**config.mk**
```make
export PLATFORM = sky130hd
export DESIGN_NAME = sqt_top
export DESIGN_NICKNAME = d
export VERILOG_FILES = /design/src/verilog/sqt_pkg.sv /design/src/verilog/sqt_tmr_if.sv /design/src/verilog/sqt_top.sv /design/src/verilog/sqt_timer.sv
export SDC_FILE = /design/constraint.sdc
export NUM_CORES = 1
export LEC_CHECK = 0
export BUFFER_PORTS_ARGS = -buffer_cell sky130_fd_sc_hd__clkbuf_2
export CORE_MARGIN = 8
export CORE_UTILIZATION = 35
export CTS_CLUSTER_SIZE = 28
export DETAILED_ROUTE_END_ITERATION = 6
export SLEW_MARGIN = 20
export SYNTH_ARGS = -nofsm -noshare
export SYNTH_HDL_FRONTEND = slang
export SYNTH_SLANG_ARGS = --single-unit
```
**constraint.sdc**
```tcl
create_clock -name ref_clk_in -period 3.1 [get_ports ref_clk_in]
set_clock_uncertainty 0.05 [all_clocks]
set_input_delay 0.31 -clock ref_clk_in [delete_from_list [all_inputs] [get_ports ref_clk_in]]
set_output_delay 0.31 -clock ref_clk_in [all_outputs]
set_load 0.01 [all_outputs]
```
**src/verilog/sqt_pkg.sv**
```systemverilog
// constants, register map and field layout of the sequencer wait/clock/reset timers
package sqt_pkg;

  // ==========================================================
  // clock and time base
  localparam int CLK_MHZ = 25;
  localparam int TICK_NS = 32000;
  localparam int TICK_CYC = (TICK_NS * CLK_MHZ + 999) / 1000;
  localparam int TICK_US = TICK_NS / 1000;
  localparam int HOLD_LIMIT_MS = 500;
  localparam int HOLD_LIMIT_TICKS = HOLD_LIMIT_MS * 1000 / TICK_US;
  localparam int HOLD_BASE_US = 512;
  localparam int HOLD_BASE_TICKS = HOLD_BASE_US / TICK_US;
  localparam int SETTLE_STEP_MS = 520;
  localparam int SETTLE_STEP_TICKS = SETTLE_STEP_MS * 1000 / TICK_US;
  localparam int RST_UNIT_NS = 1024000;
  localparam int RST_UNIT_TICKS = RST_UNIT_NS / TICK_NS;
  localparam int RST_LONG_MULT = 32;
  localparam int RST_SHORT_MAX = 31;
  localparam int OSC_START_EDGES = 3;
  localparam int TMR_W = 24;

  // slot lengths in ticks, index is the slot length code
  localparam logic [8:0] SLOT_TICKS [16] = '{
    9'h001, 9'h002, 9'h003, 9'h004, 9'h005, 9'h006, 9'h007, 9'h008,
    9'h009, 9'h00c, 9'h00e, 9'h010, 9'h020, 9'h040, 9'h080, 9'h100
  };

  // ==========================================================
  // register map
  localparam logic [7:0] ADDR_STEP_ASSIGN = 8'h92;
  localparam logic [7:0] ADDR_SEQ_HOLD = 8'h97;
  localparam logic [7:0] ADDR_SLOW_CLK = 8'h98;
  localparam logic [7:0] ADDR_HOST_RST = 8'h99;
  localparam logic [7:0] REG_RESET = 8'h00;

  // step assignment fields
  localparam int EN_SLOT_HI = 7;
  localparam int EN_SLOT_LO = 4;
  localparam int WAIT_SLOT_HI = 3;
  localparam int WAIT_SLOT_LO = 0;
  // hold control fields
  localparam int HOLD_DIR_HI = 7;
  localparam int HOLD_DIR_LO = 6;
  localparam int HOLD_LIMIT_BIT = 5;
  localparam int HOLD_SRC_BIT = 4;
  localparam int HOLD_CODE_HI = 3;
  localparam int HOLD_CODE_LO = 0;
  // slow clock gating fields
  localparam int CLK_OUT_EN_BIT = 7;
  localparam int RTC_GATE_BIT = 6;
  localparam int PIN_GATE_BIT = 5;
  localparam int SETTLE_SRC_BIT = 4;
  localparam int XTAL_BIT = 3;
  localparam int SETTLE_CODE_HI = 2;
  localparam int SETTLE_CODE_LO = 0;
  // host reset timing fields
  localparam int RST_TRIG_HI = 7;
  localparam int RST_TRIG_LO = 6;
  localparam int RST_CODE_HI = 5;
  localparam int RST_CODE_LO = 0;

  typedef enum logic [1:0]
  {
    TRIG_WAKE = 2'h0,
    TRIG_SYSTEM_DOMAIN_UP = 2'h1,
    TRIG_POWER_DOMAIN_UP = 2'h2,
    TRIG_RST_EXIT = 2'h3
  } sqt_trig_t;

  typedef enum logic [1:0]
  {
    ST_IDLE = 2'h0,
    ST_SLOT = 2'h1,
    ST_HOLD = 2'h3,
    ST_LEAVE = 2'h2
  } sqt_state_t;

endpackage : sqt_pkg

```
**src/verilog/sqt_tmr_if.sv**
```systemverilog
// control and status signals of one tick-driven down counter
`timescale 1ns/100ps
interface sqt_tmr_if;
  logic load;
  logic [sqt_pkg::TMR_W-1:0] len;
  logic tick;
  logic busy;
  logic done;
  modport ctl (output load, output len, output tick, input busy, input done);
  modport tmr (input load, input len, input tick, output busy, output done);
endinterface : sqt_tmr_if

```
**src/verilog/sqt_top.sv**
```systemverilog
// sequencer wait slot, crystal settle gating and host reset release timers
// Operation
// - hold direction field picks no stall, up only, down only or both
// - hold source 0 stalls the wait slot until hold release pin is active
// - hold source 1 runs an internal timer and continues when it expires
// - pin wait gives up after 500 ms when limit bit set, else waits forever
// - hold code 0000 with hold source 1 adds nothing beyond the normal slot length
// - hold code 0001..1111 selects 512 us doubling up to about 8.4 s
// - output enable bit drives slow clock on pins, may be paused
// - rtc gate bit withholds rtc clock until settle timer expires
// - pin gate bit withholds pin clock until settle timer expires
// - settle starts at third falling oscillator edge, or crystal bit rise
// - crystal present bit is loaded from backup domain after core reset
// - settle code 000 disables delay, else 0.52 s steps up to 3.6 s
// - trigger field selects wake, system up, power up or reset exit
// - reset hold code zero releases host reset right after the trigger
// - codes 1..31 give N x 1.024 ms, 32..63 give 32 x 1.024 ms x (N-31)
// - wait slot index comes from step assignment bits 3:0
// - clock enable slot index comes from step assignment bits 7:4
// - each slot lasts its coded length, the wait adds on top
`timescale 1ns/100ps
module sqt_top
#(
  parameter int HOLD_LIMIT_TICKS = sqt_pkg::HOLD_LIMIT_TICKS,
  parameter int SETTLE_STEP_TICKS = sqt_pkg::SETTLE_STEP_TICKS
)
(
  input wire logic ref_clk_in,
  input wire logic rst_in,
  input wire logic [7:0] reg_addr_in,
  input wire logic reg_wr_in,
  input wire logic reg_rd_in,
  input wire logic [7:0] reg_wdata_in,
  output logic [7:0] reg_rdata_out,
  input wire logic seq_slot_start_in,
  input wire logic [3:0] seq_slot_in,
  input wire logic seq_dir_up_in,
  input wire logic [3:0] slot_length_code_in,
  output logic slot_done_out,
  output logic hold_active_out,
  output logic hold_timeout_out,
  input wire logic hold_release_pin_in,
  input wire logic osc_clk_in,
  input wire logic backup_xtal_present_in,
  input wire logic slow_clk_pin_function_in,
  input wire logic slow_clk_out_delay_in,
  output logic slow_clk_pin_out,
  output logic rtc_clk_en_out,
  input wire logic external_wake_event_in,
  input wire logic system_domain_up_in,
  input wire logic power_domain_up_in,
  input wire logic reset_mode_exit_in,
  output logic host_rst_n_out
);

  localparam int TW = sqt_pkg::TMR_W;
  localparam int TI_SLOT = 0;
  localparam int TI_HOLD = 1;
  localparam int TI_SETTLE = 2;
  localparam int TI_RST = 3;
  localparam int N_TMR = 4;

  logic [7:0] step_assign_q;
  logic [7:0] seq_hold_control_q;
  logic [7:0] slow_clock_gating_q;
  logic [7:0] host_reset_timing_q;
  logic [7:0] rdata_q;
  logic xtal_load_q;

  logic pin_s1_q;
  logic pin_s2_q;
  logic osc_s1_q;
  logic osc_s2_q;
  logic osc_s3_q;
  logic xt_s1_q;
  logic xt_s2_q;
  logic [9:0] tick_cnt_q;
  logic tick_q;

  sqt_pkg::sqt_state_t state_q;
  logic slot_done_q;
  logic hold_active_q;
  logic hold_timeout_q;
  logic hold_here;
  logic hold_load;
  logic [TW-1:0] hold_len;

  logic en_slot_q;
  logic xtal_prev_q;
  logic [1:0] osc_edges_q;
  logic settle_started_q;
  logic settle_done_q;
  logic settle_go;
  logic settled;
  logic slow_pin_q;
  logic rtc_en_q;

  logic rst_n_q;
  logic trig_hit;
  logic [TW-1:0] rst_len;

  sqt_tmr_if tif[N_TMR] ();

  // ==========================================================
  // timer instances
  genvar gi;
  generate
    for (gi = 0; gi < N_TMR; gi++)
    begin : g_tmr
      sqt_timer u_tmr
      (
        .clk_in(ref_clk_in),
        .rst_in(rst_in),
        .t(tif[gi])
      );
      assign tif[gi].tick = tick_q;
    end
  endgenerate

  // ==========================================================
  // tick prescaler
  always_ff @(posedge ref_clk_in)
  begin
    if (rst_in || tick_cnt_q == 10'(sqt_pkg::TICK_CYC - 1))
    begin
      tick_cnt_q <= '0;
    end
    else
    begin
      tick_cnt_q <= tick_cnt_q + 10'h001;
    end
  end

  always_ff @(posedge ref_clk_in)
  begin
    if (rst_in)
    begin
      tick_q <= 1'b0;
    end
    else
    begin
      tick_q <= (tick_cnt_q == 10'(sqt_pkg::TICK_CYC - 1));
    end
  end

  // ==========================================================
  // pin synchronisers
  always_ff @(posedge ref_clk_in)
  begin
    xt_s1_q <= backup_xtal_present_in;
    xt_s2_q <= xt_s1_q;
    if (rst_in)
    begin
      pin_s1_q <= 1'b0;
      pin_s2_q <= 1'b0;
      osc_s1_q <= 1'b0;
      osc_s2_q <= 1'b0;
      osc_s3_q <= 1'b0;
    end
    else
    begin
      pin_s1_q <= hold_release_pin_in;
      pin_s2_q <= pin_s1_q;
      osc_s1_q <= osc_clk_in;
      osc_s2_q <= osc_s1_q;
      osc_s3_q <= osc_s2_q;
    end
  end

  // ==========================================================
  // register file
  // strap synchroniser runs through reset, so it is settled when the
  // crystal bit is taken two edges after reset release
  logic xtal_load2_q;
  always_ff @(posedge ref_clk_in)
  begin
    if (rst_in)
    begin
      step_assign_q <= sqt_pkg::REG_RESET;
      seq_hold_control_q <= sqt_pkg::REG_RESET;
      slow_clock_gating_q <= sqt_pkg::REG_RESET;
      host_reset_timing_q <= sqt_pkg::REG_RESET;
      xtal_load_q <= 1'b1;
      xtal_load2_q <= 1'b1;
    end
    else
    begin
      xtal_load_q <= xtal_load2_q;
      xtal_load2_q <= 1'b0;
      if (reg_wr_in)
      begin
        case (reg_addr_in)
          sqt_pkg::ADDR_STEP_ASSIGN: step_assign_q <= reg_wdata_in;
          sqt_pkg::ADDR_SEQ_HOLD: seq_hold_control_q <= reg_wdata_in;
          sqt_pkg::ADDR_SLOW_CLK: slow_clock_gating_q <= reg_wdata_in;
          sqt_pkg::ADDR_HOST_RST: host_reset_timing_q <= reg_wdata_in;
          default: ;
        endcase
      end
      if (xtal_load_q && !xtal_load2_q)
      begin
        slow_clock_gating_q[sqt_pkg::XTAL_BIT] <= xt_s2_q;
      end
    end
  end

  always_ff @(posedge ref_clk_in)
  begin
    if (rst_in)
    begin
      rdata_q <= 8'h00;
    end
    else if (reg_rd_in)
    begin
      case (reg_addr_in)
        sqt_pkg::ADDR_STEP_ASSIGN: rdata_q <= step_assign_q;
        sqt_pkg::ADDR_SEQ_HOLD: rdata_q <= seq_hold_control_q;
        sqt_pkg::ADDR_SLOW_CLK: rdata_q <= slow_clock_gating_q;
        sqt_pkg::ADDR_HOST_RST: rdata_q <= host_reset_timing_q;
        default: rdata_q <= 8'h00;
      endcase
    end
  end

  // ==========================================================
  // wait slot
  wire [1:0] hold_dir =
    seq_hold_control_q[sqt_pkg::HOLD_DIR_HI:sqt_pkg::HOLD_DIR_LO];
  wire [3:0] hold_code =
    seq_hold_control_q[sqt_pkg::HOLD_CODE_HI:sqt_pkg::HOLD_CODE_LO];
  wire hold_src = seq_hold_control_q[sqt_pkg::HOLD_SRC_BIT];
  wire hold_limit = seq_hold_control_q[sqt_pkg::HOLD_LIMIT_BIT];
  wire [3:0] wait_slot =
    step_assign_q[sqt_pkg::WAIT_SLOT_HI:sqt_pkg::WAIT_SLOT_LO];
  wire [3:0] en_slot =
    step_assign_q[sqt_pkg::EN_SLOT_HI:sqt_pkg::EN_SLOT_LO];
  logic [3:0] cur_slot_q;
  logic cur_up_q;

  always_comb
  begin
    hold_here = (cur_slot_q == wait_slot) &&
      (cur_up_q ? hold_dir[0] : hold_dir[1]);
    // code n stretches 512 us by 2^(n-1); 8.39 s at the top is within 10 %
    hold_len = TW'(sqt_pkg::HOLD_BASE_TICKS) << (hold_code - 4'h1);
    hold_load = 1'b0;
    if (state_q == sqt_pkg::ST_SLOT && tif[TI_SLOT].done && hold_here)
    begin
      hold_load = hold_src ? (hold_code != 4'h0) : hold_limit;
    end
    if (!hold_src)
    begin
      hold_len = TW'(HOLD_LIMIT_TICKS);
    end
  end

  assign tif[TI_SLOT].load = seq_slot_start_in;
  assign tif[TI_SLOT].len = TW'(sqt_pkg::SLOT_TICKS[slot_length_code_in]);
  assign tif[TI_HOLD].load = hold_load;
  assign tif[TI_HOLD].len = hold_len;

  // a new slot start always restarts the slot, aborting any hold
  always_ff @(posedge ref_clk_in)
  begin
    if (rst_in)
    begin
      state_q <= sqt_pkg::ST_IDLE;
      cur_slot_q <= 4'h0;
      cur_up_q <= 1'b0;
      slot_done_q <= 1'b0;
      hold_active_q <= 1'b0;
      hold_timeout_q <= 1'b0;
    end
    else
    begin
      slot_done_q <= 1'b0;
      hold_timeout_q <= 1'b0;
      case (state_q)
        sqt_pkg::ST_IDLE, sqt_pkg::ST_LEAVE:
        begin
          state_q <= sqt_pkg::ST_IDLE;
        end
        sqt_pkg::ST_SLOT:
        begin
          if (tif[TI_SLOT].done)
          begin
            if (hold_here && !(hold_src && hold_code == 4'h0))
            begin
              state_q <= sqt_pkg::ST_HOLD;
              hold_active_q <= 1'b1;
            end
            else
            begin
              state_q <= sqt_pkg::ST_LEAVE;
              slot_done_q <= 1'b1;
            end
          end
        end
        sqt_pkg::ST_HOLD:
        begin
          if (hold_src ? tif[TI_HOLD].done : pin_s2_q)
          begin
            state_q <= sqt_pkg::ST_LEAVE;
            slot_done_q <= 1'b1;
            hold_active_q <= 1'b0;
          end
          else if (!hold_src && hold_limit && tif[TI_HOLD].done)
          begin
            state_q <= sqt_pkg::ST_LEAVE;
            slot_done_q <= 1'b1;
            hold_active_q <= 1'b0;
            hold_timeout_q <= 1'b1;
          end
        end
        default:
        begin
          state_q <= sqt_pkg::ST_IDLE;
        end
      endcase
      if (seq_slot_start_in)
      begin
        state_q <= sqt_pkg::ST_SLOT;
        cur_slot_q <= seq_slot_in;
        cur_up_q <= seq_dir_up_in;
        hold_active_q <= 1'b0;
      end
    end
  end

  // ==========================================================
  // slow clock enable slot and crystal settle
  wire [2:0] settle_code =
    slow_clock_gating_q[sqt_pkg::SETTLE_CODE_HI:sqt_pkg::SETTLE_CODE_LO];
  wire xtal = slow_clock_gating_q[sqt_pkg::XTAL_BIT];
  wire osc_fall = osc_s3_q && !osc_s2_q;

  always_ff @(posedge ref_clk_in)
  begin
    if (rst_in)
    begin
      en_slot_q <= 1'b0;
    end
    else if (seq_slot_start_in && seq_slot_in == en_slot)
    begin
      en_slot_q <= seq_dir_up_in;
    end
  end

  always_comb
  begin
    if (slow_clock_gating_q[sqt_pkg::SETTLE_SRC_BIT])
    begin
      settle_go = xtal && !xtal_prev_q;
    end
    else
    begin
      settle_go = xtal && osc_fall &&
        osc_edges_q == 2'(sqt_pkg::OSC_START_EDGES - 1);
    end
  end

  assign tif[TI_SETTLE].load = settle_go && !settle_started_q;
  assign tif[TI_SETTLE].len =
    TW'(settle_code) * TW'(SETTLE_STEP_TICKS);
  assign settled = settle_done_q || settle_code == 3'h0;

  // losing the crystal re-arms the start detector
  always_ff @(posedge ref_clk_in)
  begin
    if (rst_in)
    begin
      xtal_prev_q <= 1'b0;
      osc_edges_q <= 2'h0;
      settle_started_q <= 1'b0;
      settle_done_q <= 1'b0;
    end
    else
    begin
      xtal_prev_q <= xtal;
      if (!xtal)
      begin
        osc_edges_q <= 2'h0;
        settle_started_q <= 1'b0;
        settle_done_q <= 1'b0;
      end
      else
      begin
        if (osc_fall && osc_edges_q != 2'(sqt_pkg::OSC_START_EDGES))
        begin
          osc_edges_q <= osc_edges_q + 2'h1;
        end
        if (settle_go)
        begin
          settle_started_q <= 1'b1;
        end
        if (tif[TI_SETTLE].done)
        begin
          settle_done_q <= 1'b1;
        end
      end
    end
  end

  wire rtc_ok = !slow_clock_gating_q[sqt_pkg::RTC_GATE_BIT] || settled;
  wire pin_ok = !slow_clock_gating_q[sqt_pkg::PIN_GATE_BIT] || settled;

  always_ff @(posedge ref_clk_in)
  begin
    if (rst_in)
    begin
      rtc_en_q <= 1'b0;
      slow_pin_q <= 1'b0;
    end
    else
    begin
      rtc_en_q <= en_slot_q && rtc_ok;
      slow_pin_q <= osc_s2_q && en_slot_q && pin_ok &&
        slow_clock_gating_q[sqt_pkg::CLK_OUT_EN_BIT] &&
        slow_clk_pin_function_in && !slow_clk_out_delay_in;
    end
  end

  // ==========================================================
  // host reset release
  wire [1:0] trig_sel =
    host_reset_timing_q[sqt_pkg::RST_TRIG_HI:sqt_pkg::RST_TRIG_LO];
  wire [5:0] rst_code =
    host_reset_timing_q[sqt_pkg::RST_CODE_HI:sqt_pkg::RST_CODE_LO];

  always_comb
  begin
    case (trig_sel)
      sqt_pkg::TRIG_WAKE: trig_hit = external_wake_event_in;
      sqt_pkg::TRIG_SYSTEM_DOMAIN_UP: trig_hit = system_domain_up_in;
      sqt_pkg::TRIG_POWER_DOMAIN_UP: trig_hit = power_domain_up_in;
      sqt_pkg::TRIG_RST_EXIT: trig_hit = reset_mode_exit_in;
      default: trig_hit = 1'b0;
    endcase
    if (rst_code <= 6'(sqt_pkg::RST_SHORT_MAX))
    begin
      rst_len = TW'(rst_code) * TW'(sqt_pkg::RST_UNIT_TICKS);
    end
    else
    begin
      rst_len = TW'(rst_code - 6'(sqt_pkg::RST_SHORT_MAX)) *
        TW'(sqt_pkg::RST_LONG_MULT * sqt_pkg::RST_UNIT_TICKS);
    end
  end

  assign tif[TI_RST].load = trig_hit;
  assign tif[TI_RST].len = rst_len;

  always_ff @(posedge ref_clk_in)
  begin
    if (rst_in)
    begin
      rst_n_q <= 1'b0;
    end
    else if (trig_hit)
    begin
      rst_n_q <= 1'b0;
    end
    else if (tif[TI_RST].done)
    begin
      rst_n_q <= 1'b1;
    end
  end

  // ==========================================================
  // outputs
  assign reg_rdata_out = rdata_q;
  assign slot_done_out = slot_done_q;
  assign hold_active_out = hold_active_q;
  assign hold_timeout_out = hold_timeout_q;
  assign slow_clk_pin_out = slow_pin_q;
  assign rtc_clk_en_out = rtc_en_q;
  assign host_rst_n_out = rst_n_q;

endmodule : sqt_top

```
**src/verilog/sqt_timer.sv**
```systemverilog
// tick-driven down counter with a one-cycle done pulse
`timescale 1ns/100ps
module sqt_timer
(
  input wire logic clk_in,
  input wire logic rst_in,
  sqt_tmr_if.tmr t
);

  logic [sqt_pkg::TMR_W-1:0] cnt_q;
  logic busy_q;
  logic done_q;

  // ==========================================================
  // counter
  // a zero length finishes on the next edge without waiting a tick
  always_ff @(posedge clk_in)
  begin
    if (rst_in)
    begin
      cnt_q <= '0;
      busy_q <= 1'b0;
      done_q <= 1'b0;
    end
    else if (t.load)
    begin
      cnt_q <= t.len;
      busy_q <= (t.len != '0);
      done_q <= (t.len == '0);
    end
    else if (busy_q && t.tick)
    begin
      cnt_q <= cnt_q - 1'b1;
      busy_q <= (cnt_q != {{(sqt_pkg::TMR_W-1){1'b0}}, 1'b1});
      done_q <= (cnt_q == {{(sqt_pkg::TMR_W-1){1'b0}}, 1'b1});
    end
    else
    begin
      done_q <= 1'b0;
    end
  end

  assign t.busy = busy_q;
  assign t.done = done_q;

endmodule : sqt_timer

```
==> impl_results.md <==
- Worst vdd ir: 0.371 mV
- RSZ-0062 raised after global routing: yes
- Root Driver: clkbuf_16
- Synth Area in Compound Gates: 0.137
- Synth area leader: dfxtp_1
- Post-DP HPWL: 17100 um
- Hold path cells: 2
- Wirelength per Cell: 15.3 um
- Gate count of the mapped netlist: 1135
- Initial drt markers: 519
- Multi-input gate area: 5510 um2
- Area Growth Syn to Fin: 16.6%
- Ant. Diodes: 0
- Placed Cells incl. Taps: 1514
- Pwr per Cell Area: 459 nW/um2
- Netlist cell types: 63
- Core ar.: 26700 um2
- Area of the mapped netlist: 9420 um2
- Simple-gate share of the synthesized area: 0.260
- Final period util: 0.993
- F_max: 325 MHz
- Die width: 180 um
- Largest net degree at the start of global routing: 73
- WHS: 0.0188 ns
- Post-synthesis net count: 1206
- WP depth: 11
- Ys async rst share: 0
- Clock Sinks: 183
- Die height: 180 um
- Area share of fa/ha/maj cells after synthesis: 0.0460
- Gpl congestion: 0.877
- Crit-path leading delay family: adder cells
- Crit Path Max Fanout: 4
- CTS Buf Count: 17
- Initial Utilization: 0.353
- Leak pwr: 4.38 nW
- Top-count cell post-synth: dfxtp_1
- Number of flops mapped to enable cells by yosys: 0
- Critical path launch point type: flip-flop
- Post-synthesis register bit count: 183
- Setup TNS: 0 ns
- Num ports: 53
- WS Path Type: flip-flop to flip-flop
- Power Total: 0.00505 W
- CTS Buffer Depth: 2
- Post-route ant nets: 0
- Final Hold Vio Count: 0
- Total GRT Usage: 0.144
- Vias: 8141
- Share of the synthesized area in the top cell type: 0.389
- Crit path capture type: flip-flop
- Status: finished, final reports clean
- Vias per inst: 5.25
- Filler cell count: 2704
- First-pass GRT wire length: 39200 um
- Clock slew at reported path FFs: 0.08 ns
- # rows: 60
- Synth Flop Type: dfxtp_1
- CP Data Arrival Time: 3.41 ns
- Vias in the first global route: 7786
- Yosys warning count: 0
- Initial antenna violation count: 0
- Final WL: 23800 um
- Sequential Area: 3670 um2
- H-Tree Depth: 4
- PortBufs: 52
- Largest cells by area after synthesis: dfxtp_1 (39%), nor2_1 (6.9%), xnor2_1 (5.2%)
- Crit path largest cell delay: 0.62 ns
- Final Setup Violations: 0
- Post-Synth XOR/XNOR Area: 0.0967
- Worst reg-to-reg path cell count: 11
- Skew-Pair Late Insertion Delay: 0.45 ns
- Global route total overflow: 0
- Commonest cells in the netlist: dfxtp_1 (183), nor2_1 (172), nand2_1 (80)
- Mapped Avg Cell Area: 8.30 um2
- WP data required: 3.43 ns
- Final-report max-slew violation count: 0
- Buf+Inv Stages, Crit Path: 1
- Worst-Margin Slew: 0.775 ns
- Nets: 1268
- Die ar.: 32400 um2
- Critical path's slowest cell: fa_2
- Proportion of synthesized area in mux cells: 0.0375
- Share of post-route cells with drive strength above 1: 0.133
- Crit-path cells: inv_2, fa_2, xnor2_2, ha_2, or2_2, fa_1, nor4_1, nand3_1, nor4_2, a41o_1, and3_1
- Post-route DRC: 0
- Final min period: 3.08 ns
- Non-Filler Instances: 1551
- CTS tree: done
- Post-synthesis sequential area ratio: 0.389
- Max Cap Viol: 0
- First-pass detailed-route iteration total: 5
- Slew HR: 0.483
- Largest family of logic cells by synthesized area: simple AND/OR/NAND/NOR gates
- Worst hold path type: input pin to flip-flop
==> registers in the layout, indices dropped and copies added (netlist names), 8 cells and up <==
signal	cells
step_assign_q	8
seq_hold_control_q	8
g_tmr.u_tmr.cnt_q	96
host_reset_timing_q	8
slow_clock_gating_q	8
tick_cnt_q	10
reg_rdata_out	8
==> cells in the final DEF (no fill, tap or decap), drive strengths merged, types with 11 or more instances in the layout <==
cell / count
dfxtp: 183
nor2: 172
nand2: 80
clkbuf: 68
a21oi: 67
xnor2: 56
nand3: 48
nor3: 48
xor2: 48
buf: 46
inv: 38
o21ai: 35
a211oi: 34
mux2i: 33
nor4: 30
ha: 29
nor2b: 22
or3: 16
nand2b: 13
a22oi: 13
or4: 11
==> final timing paths <==
path                                             start                     to  slack (ns)
worst max-delay path            slow_clock_gating_q[2]  g_tmr[2].u_tmr.t.done        0.02
worst min-delay path                        osc_clk_in               osc_s1_q        0.02
worst max register to register  slow_clock_gating_q[2]  g_tmr[2].u_tmr.t.done        0.02
worst min register to register                 xt_s1_q                xt_s2_q        0.28
==> final cells by class <==
| class | instances | area share |
|---|---|---|
| sequential | 183 | 0.334 |
| clock inverter | 15 | 0.0204 |
| tap | 341 | 0.0389 |
| inverter | 30 | 0.0105 |
| clock buffer | 17 | 0.0387 |
| multi-input combinational | 867 | 0.502 |
| timing repair buffer | 98 | 0.0559 |
==> report_power, final <==
part	total, W	switching (W)	leakage, nW	internal [W]
Sequential	0.00241	0.0000278	1.48	0.00238
Clock	0.00238	0.00106	0.315	0.00132
Combinational	0.000257	0.000158	2.58	0.0000986
Total	0.00505	0.00124	4.38	0.00380
==> cell families (layout without fill, tap and decap cells) <==
| group | after synthesis | count (layout) |
|---|---|---|
| DFF | 183 | 183 |
| adders and majority gates | 33 | 33 |
| muxes | 35 | 35 |
| xor gates and xnor gates | 104 | 104 |
| buffers and inverters | 85 | 160 |
| AOI/OAI and AO/OA | 201 | 201 |
| and+or+nand+nor | 494 | 494 |
==> per-layer routing <==
metal	vias to the layer above	GRT usage	wire (um)
li1	4126	-	-
met1	3837	0.191	11700
met2	157	0.235	11000
met3	21	0.0246	789
met4	0	0.0450	257
met5	-	0	0
==> what timing repair did <==
| item | 4_1_cts | 5_1_grt |
|---|---|---|
| setup buffers | 0 | 4 |
| endpoints found under the hold margin | 1 | 0 |
| hold buffers | 1 | 0 |
| gates resized for setup | 3 | 10 |
| endpoints found under the setup margin | 2 | 4 |
| pin swaps | 0 | 4 |
==> through the flow <==
step                      cell area, um2  utilization  worst slack [ns]
after detailed placement           10200        0.384            -0.105
after global placement             10200        0.384           -0.0595
final                              11000        0.412            0.0230
after global routing               11000        0.412            -0.156
after floorplan                     9430            -           0.00323
after CTS                          10900        0.409           0.00511
(Power assumes the default switching activity.)
